$ cat src/include/pmw_regs.vh
// Constants for the power mode, wake and reset sequencer.
// Contract
// - Device performs full reset once reset input held low for the minimum time.
// - Each wake pin wakes on low level, high level, or any change.
// - Exactly three power states: run, standby doze, deep sleep (lowest power). The sequencer also reports a fourth state, reset, on power_state_o.
// - Enter standby doze when processor waits for event and none are pending.
// - In standby doze, any interrupt, including serial character, returns to run.
// - Waking from deep sleep passes through a complete system reset.
`ifndef PMW_REGS_VH
`define PMW_REGS_VH
`define PMW_RESET_MIN_MS 100
`define PMW_CLK_KHZ 125000
`define PMW_RESET_CYCLES (`PMW_RESET_MIN_MS * `PMW_CLK_KHZ)
`define PMW_SYSRST_CYCLES 16
`define PMW_WAKE_LOW 2'h0
`define PMW_WAKE_HIGH 2'h1
`define PMW_WAKE_CHANGE 2'h2
`define PMW_WAKE_OFF 2'h3
`define PMW_ST_RUN 4'h1
`define PMW_ST_DOZE 4'h2
`define PMW_ST_SLEEP 4'h4
`define PMW_ST_RESET 4'h8
`endif

$ cat src/logic/pmw_sync.v
// Three-stage input synchroniser with agreement filter.
`timescale 1ns/10ps
`default_nettype none
module pmw_sync #(
  parameter RESET_VAL = 1'b0
) (
  // Clock and reset.
  input wire ref_clk_i,
  input wire rst_n_i,
  // Asynchronous pin and filtered level.
  input wire async_i,
  output reg level_o
);
  reg s1;
  reg s2;
  reg s3;

  // The level changes only once the second and third stages agree.
  always @(posedge ref_clk_i)
  begin
    if (!rst_n_i)
    begin
      s1 <= RESET_VAL;
      s2 <= RESET_VAL;
      s3 <= RESET_VAL;
      level_o <= RESET_VAL;
    end
    else
    begin
      s1 <= async_i;
      s2 <= s1;
      s3 <= s2;
      if (s2 == s3)
      begin
        level_o <= s3;
      end
    end
  end
endmodule // pmw_sync
`default_nettype wire

$ cat src/logic/pmw_seq.v
// Power mode sequencer with wake pins and reset-pin timing.
`timescale 1ns/10ps
`default_nettype none
`include "pmw_regs.vh"
module pmw_seq #(
  parameter N_WAKE = 4,
  parameter RESET_CYCLES = `PMW_RESET_CYCLES,
  parameter SYSRST_CYCLES = `PMW_SYSRST_CYCLES
) (
  // Clock and synchronous reset.
  input wire ref_clk_i,
  input wire rst_n_i,
  // External pins.
  input wire hw_reset_in_n_i,
  input wire [N_WAKE-1:0] general_io_pin_i,
  // Wake configuration, two bits per pin.
  input wire [2*N_WAKE-1:0] wake_mode_i,
  // Processor handshake.
  input wire wait_for_event_stmt_i,
  input wire events_pending_i,
  input wire irq_i,
  input wire deep_sleep_req_i,
  // Power state and reset outputs.
  output reg [3:0] power_state_o,
  output reg sys_reset_o,
  output reg wake_o
);
  localparam [31:0] RST_MAX = RESET_CYCLES;
  localparam [31:0] SYS_MAX = SYSRST_CYCLES;

  // ----------------------------------------
  // One-hot state codes.
  // ----------------------------------------
  localparam [3:0] ST_RUN = `PMW_ST_RUN;
  localparam [3:0] ST_DOZE = `PMW_ST_DOZE;
  localparam [3:0] ST_SLEEP = `PMW_ST_SLEEP;
  localparam [3:0] ST_RESET = `PMW_ST_RESET;

  wire rst_pin_lvl;
  wire [N_WAKE-1:0] pin_lvl;
  reg [N_WAKE-1:0] pin_prev;
  reg [N_WAKE-1:0] pin_hit;
  reg [31:0] rst_cnt;
  reg [31:0] sys_cnt;
  reg [3:0] state;
  reg [3:0] next_state;
  reg pin_reset;
  reg any_wake;
  integer k;

  // ----------------------------------------
  // Input synchronisers.
  // ----------------------------------------
  pmw_sync #(.RESET_VAL(1'b1)) u_rst_sync (
    .ref_clk_i(ref_clk_i),
    .rst_n_i(rst_n_i),
    .async_i(hw_reset_in_n_i),
    .level_o(rst_pin_lvl)
  );

  genvar g;
  generate
    for (g = 0; g < N_WAKE; g = g + 1)
    begin : g_sync
      pmw_sync #(.RESET_VAL(1'b0)) u_pin_sync (
        .ref_clk_i(ref_clk_i),
        .rst_n_i(rst_n_i),
        .async_i(general_io_pin_i[g]),
        .level_o(pin_lvl[g])
      );
    end
  endgenerate

  // ----------------------------------------
  // Wake pin evaluation.
  // ----------------------------------------
  // Change mode compares the filtered level with its value one cycle earlier.
  always @*
  begin
    pin_hit = {N_WAKE{1'b0}};
    for (k = 0; k < N_WAKE; k = k + 1)
    begin
      case (wake_mode_i[2*k +: 2])
        `PMW_WAKE_LOW: pin_hit[k] = ~pin_lvl[k];
        `PMW_WAKE_HIGH: pin_hit[k] = pin_lvl[k];
        `PMW_WAKE_CHANGE: pin_hit[k] = pin_lvl[k] ^ pin_prev[k];
        default: pin_hit[k] = 1'b0;
      endcase
    end
    any_wake = |pin_hit;
  end

  // ----------------------------------------
  // Previous filtered wake levels.
  // ----------------------------------------
  // Cleared to the idle pin level, so no false change follows reset.
  always @(posedge ref_clk_i)
  begin
    if (!rst_n_i)
    begin
      pin_prev <= {N_WAKE{1'b0}};
    end
    else
    begin
      pin_prev <= pin_lvl;
    end
  end

  // ----------------------------------------
  // Reset pin low-time counter.
  // ----------------------------------------
  // A return of the filtered pin to high restarts the count, so a short
  // low pulse never resets the module.
  always @(posedge ref_clk_i)
  begin
    if (!rst_n_i)
    begin
      rst_cnt <= 32'h0;
      pin_reset <= 1'b0;
    end
    else
    begin
      pin_reset <= 1'b0;
      if (rst_pin_lvl)
      begin
        rst_cnt <= 32'h0;
      end
      else if (rst_cnt < RST_MAX - 32'h1)
      begin
        rst_cnt <= rst_cnt + 32'h1;
      end
      else
      begin
        rst_cnt <= 32'h0;
        pin_reset <= 1'b1;
      end
    end
  end

  // ----------------------------------------
  // Power state machine.
  // ----------------------------------------
  always @*
  begin
    next_state = state;
    case (state)
      ST_RUN:
      begin
        if (deep_sleep_req_i)
        begin
          next_state = ST_SLEEP;
        end
        else if (wait_for_event_stmt_i && !events_pending_i && !irq_i)
        begin
          next_state = ST_DOZE;
        end
      end
      ST_DOZE:
      begin
        if (irq_i || any_wake)
        begin
          next_state = ST_RUN;
        end
      end
      ST_SLEEP:
      begin
        if (any_wake)
        begin
          next_state = ST_RESET;
        end
      end
      ST_RESET:
      begin
        if (sys_cnt >= SYS_MAX - 32'h1)
        begin
          next_state = ST_RUN;
        end
      end
      default: next_state = ST_RESET;
    endcase
    if (pin_reset)
    begin
      next_state = ST_RESET;
    end
  end

  // ----------------------------------------
  // State register and reset hold counter.
  // ----------------------------------------
  // The hold count restarts on each entry into reset and again when the pin
  // fires while already in reset, so every system reset runs in full.
  always @(posedge ref_clk_i)
  begin
    if (!rst_n_i)
    begin
      state <= ST_RESET;
      sys_cnt <= 32'h0;
    end
    else
    begin
      state <= next_state;
      if (next_state == ST_RESET && (state != ST_RESET || pin_reset))
      begin
        sys_cnt <= 32'h0;
      end
      else if (state == ST_RESET)
      begin
        sys_cnt <= sys_cnt + 32'h1;
      end
    end
  end

  // ----------------------------------------
  // Output registers.
  // ----------------------------------------
  // Outputs follow the next state, so they change together with the state.
  always @(posedge ref_clk_i)
  begin
    if (!rst_n_i)
    begin
      power_state_o <= ST_RESET;
      sys_reset_o <= 1'b1;
      wake_o <= 1'b0;
    end
    else
    begin
      power_state_o <= next_state;
      sys_reset_o <= (next_state == ST_RESET);
      wake_o <= (state != ST_RUN) && (next_state == ST_RUN);
    end
  end
endmodule // pmw_seq
`default_nettype wire

$ cat config.mk
export PLATFORM = sky130hd
export DESIGN_NAME = pmw_seq
export DESIGN_NICKNAME = d
export VERILOG_FILES = /design/src/logic/pmw_sync.v /design/src/logic/pmw_seq.v
export VERILOG_INCLUDE_DIRS = /design/src /design/src/include
export SDC_FILE = /design/constraint.sdc
export NUM_CORES = 1
export LEC_CHECK = 0
export BUFFER_PORTS_ARGS = -buffer_cell sky130_fd_sc_hd__buf_2
export CAP_MARGIN = 20
export CORE_ASPECT_RATIO = 2
export CORE_UTILIZATION = 30
export CTS_CLUSTER_DIAMETER = 60
export CTS_CLUSTER_SIZE = 10
export DETAILED_ROUTE_END_ITERATION = 8
export SKIP_LAST_GASP = 1
export SLEW_MARGIN = 20
export SYNTH_ARGS = -nofsm -noshare
export SYNTH_HDL_FRONTEND = slang
export SYNTH_SLANG_ARGS = --single-unit
$ cat constraint.sdc
create_clock -name ref_clk_i -period 4.3 [get_ports ref_clk_i]
set_clock_uncertainty 0.1 [all_clocks]
set_input_delay 0.645 -clock ref_clk_i [delete_from_list [all_inputs] [get_ports ref_clk_i]]
set_output_delay 0.645 -clock ref_clk_i [all_outputs]
set_load 0.01 [all_outputs]
==> impl_metrics.env <==
export IMPL_seq_power_share=0.507
export IMPL_min_to="u_rst_sync.s2"
export IMPL_max_freq_mhz=418
export IMPL_die_w_um=82.4
export IMPL_crit_path_end_kind="register"
export IMPL_die_area_um2=13400
export IMPL_fin_cells=611
export IMPL_start_util=0.307
export IMPL_ys_types=44
export IMPL_ir_worst_vdd_mv=0.245
export IMPL_r2r_slack_ns=1.91
export IMPL_final_hold_viol_count=0
export IMPL_rows=58
export IMPL_grt_pass1_wl_um=13600
export IMPL_busiest_layer="met2"
export IMPL_fin_setup_tns_ns=0
export IMPL_clkSlewWorstSetupHoldPaths_ns=0.07
export IMPL_synth_area_um2=3880
export IMPL_cp_required_ns=4.42
export IMPL_path_cells="or4b_1, nor3_4, nand3_4, nor3_2, xnor2_1, nor2_2"
export IMPL_switching_share=0.201
export IMPL_drc=0
export IMPL_crit_fanout=9
export IMPL_die_h_um=163
export IMPL_area_delta_synth_final_pct=15.7
export IMPL_post_cts_buffers=0
export IMPL_synth_area_per_cell_um2=9.09
export IMPL_path_class="register to register"
export IMPL_p_switching_uw=356
export IMPL_internal_power_mw=1.41
export IMPL_dp_hpwl_um=5870
export IMPL_syn_inst=427
export IMPL_min_from="u_rst_sync.s1"
export IMPL_ant_nets=0
export IMPL_crit_arrival_ns=2.52
export IMPL_layout_drive_gt1_share=0.106
export IMPL_crit_path_start_kind="register"
export IMPL_globalRouteMet1Util=0.125
export IMPL_holdBufCountCts=0
export IMPL_relSlewSlack=0.384
export IMPL_worstReg2RegStart="power_state_o[3]"
export IMPL_hold_depth=1
export IMPL_coreArea_um2=12600
export IMPL_h_tree_depth=3
export IMPL_avgRoutedWirePerCell_um=13.2
export IMPL_first_pass_iters=4
export IMPL_use_met2=0.246
export IMPL_critPathLaunch="power_state_o[3]"
export IMPL_ys_seq_area_frac=0.490
export IMPL_gr_total_overflow=0
export IMPL_worstReg2RegEnd="sys_cnt[31]"
export IMPL_post_route_min_period_ns=2.39
export IMPL_r2r_cells=6
export IMPL_max_cap_violations=0
export IMPL_mostFrequentLayoutCells="dfxtp_1 (95), nor2_1 (56), nand2_1 (35), xnor2_1 (31), xor2_1 (26)"
export IMPL_setup_viol=0
export IMPL_grt_max_degree=33
export IMPL_critPathMaxStageDelay_ns=0.66
export IMPL_rsz0062_at_grt="false"
export IMPL_drv_slew=0
export IMPL_cp_slowest_cell="or4b_1"
export IMPL_mostFrequentLayoutCell="dfxtp_1"
export IMPL_diodes=0
export IMPL_power_density_nw_per_um2=394
export IMPL_cts_tree="done"
export IMPL_fin_nets=479
export IMPL_via_per_inst=4.93
export IMPL_ys_ff_latch=95
export IMPL_grt_pass1_vias=3166
export IMPL_drtIter0Drc=126
export IMPL_clk_latency_ns=0.34
export IMPL_io_pins=25
export IMPL_routabilityCongestion=0.786
export IMPL_p_comb_frac=0.023
export IMPL_ctsResizeCount=0
export IMPL_place_inst=597
export IMPL_fin_crit_sh=0.557
export IMPL_io_buffers=24
export IMPL_leakagePower_nw=1.57
export IMPL_grt_antenna_before_repair=0
export IMPL_routed_via_count=3012
export IMPL_hold_class="register to register"
export IMPL_hold_ws_ns=0.326
export IMPL_worst_pin_slew_ns=0.924
export IMPL_grt_use_total=0.131
export IMPL_cts_inserted_buffers=9
export IMPL_cts_sinks=95
export IMPL_cts_root_buf="clkbuf_16"
export IMPL_clock_power_share=0.470
export IMPL_cts_buffer_depth=2
export IMPL_wirelength_um=8050
export IMPL_yosys_warnings=0
export IMPL_outcome="completed"
export IMPL_grtUsageMet3=0.0359
per-layer routing:
layer  part of all wire  routed length (um)  vias to the layer above
met4              0.020                 162                        0
met5                  0                   0                        -
met3              0.044                 351                       12
met1               0.38                3080                     1453
li1                   -                   -                     1508
met2               0.55                4460                       39
synthesized netlist by cell type:
cell type  number  share of area
a211oi_1        1         0.0019
a21boi_0        4         0.0077
a21oi_1         6         0.0077
a22o_1          1         0.0023
a22oi_1         1         0.0019
a41oi_1         1         0.0023
and2_1         18          0.029
and3_1         10          0.016
and4_1          4         0.0090
and4_2          2         0.0052
buf_1           2         0.0019
buf_2           2         0.0026
buf_6           1         0.0029
clkbuf_1        8         0.0077
conb_1          1        0.00097
dfxtp_1        95           0.49
ha_1            2         0.0064
inv_1           5         0.0048
mux2i_1         2         0.0052
nand2_1        35          0.034
nand2b_1        9          0.015
nand3_1        20          0.026
nand3_4         1         0.0045
nand3b_1        1         0.0019
nand4_1        12          0.019
nor2_1         56          0.054
nor2_2          1         0.0016
nor2b_1         4         0.0064
nor3_1         25          0.032
nor3_2          1         0.0026
nor3_4          2         0.0084
nor4_1         14          0.023
nor4b_1         1         0.0023
o211a_1         1         0.0026
o21ai_0        13          0.017
o22a_1          1         0.0023
o22ai_1         1         0.0016
o311ai_1        1         0.0023
o31a_1          1         0.0023
or2_1           1         0.0016
or4_1           2         0.0039
or4b_1          1         0.0026
xnor2_1        31          0.070
xor2_1         26          0.059
metrics by stage:
stage / utilization / power [mW] / setup WS [ns] / instance area, um^2
3_5_place_dp: 0.331 / 0.957 / 1.68 / 4180
5_1_grt: 0.356 / 1.83 / 1.65 / 4490
4_1_cts: 0.355 / 1.79 / 1.88 / 4490
3_3_place_gp: 0.331 / 0.956 / 1.79 / 4180
6_report: 0.356 / 1.77 / 1.91 / 4490
2_1_floorplan: - / 0.939 / 2.15 / 3910
cell families (layout without fill, tap and decap cells):
kind of cell	count (synthesis)	after routing	share of synthesized area
adders and majority gates	2	2	0.00644
DFF	95	95	0.490
AOI/OAI and AO/OA	32	32	0.0516
muxes	2	2	0.00516
buffers and inverters	18	45	0.0200
xor gates and xnor gates	57	57	0.129
and+or+nand+nor	220	220	0.297
other	1	8	0.000966
flip-flops by register name, summed over array words and instances, names as in the netlist:
register and flops:
rst_cnt 32, sys_cnt 32, g_sync.u_pin_sync.level_o 4, g_sync.u_pin_sync.s1 4, g_sync.u_pin_sync.s2 4, g_sync.u_pin_sync.s3 4
pin_prev 4, power_state_o 4, pin_reset 1, sys_reset_o 1, u_rst_sync.level_o 1, u_rst_sync.s1 1
u_rst_sync.s2 1, u_rst_sync.s3 1, wake_o 1
worst max-delay path: cells and delay by family, from the launching register on:
family / cells / cell delay (ns)
xor+xnor: 1 / 0.15
flops: 1 / 0.46
simple gates: 5 / 1.55
final cells by class:
class,count,area (um^2)
well taps,150,188
multi-input cells,321,1940
flip-flops and latches,95,1900
inverters,5,18.8
clock inverters,5,83.8
clock buffers,9,225
repair buffers,26,135
fillers,1334,8140
power groups by stage:
stage	Combinational, mW	Sequential, mW	Clock (mW)
detailed placement	0.0398	0.918	0
global route	0.0452	0.899	0.886
CTS	0.0400	0.898	0.852
global placement	0.0388	0.917	0
finish	0.0400	0.898	0.833
floorplan	0.0231	0.916	0
worst max-delay path by stage:
stage | to
finish | sys_cnt[31]
global route | sys_cnt[28]
CTS | sys_cnt[31]
detailed placement | sys_cnt[13]
global placement | sys_cnt[1]
floorplan | sys_cnt[31]
No activity file was read; power rests on OpenSTA's default activity.
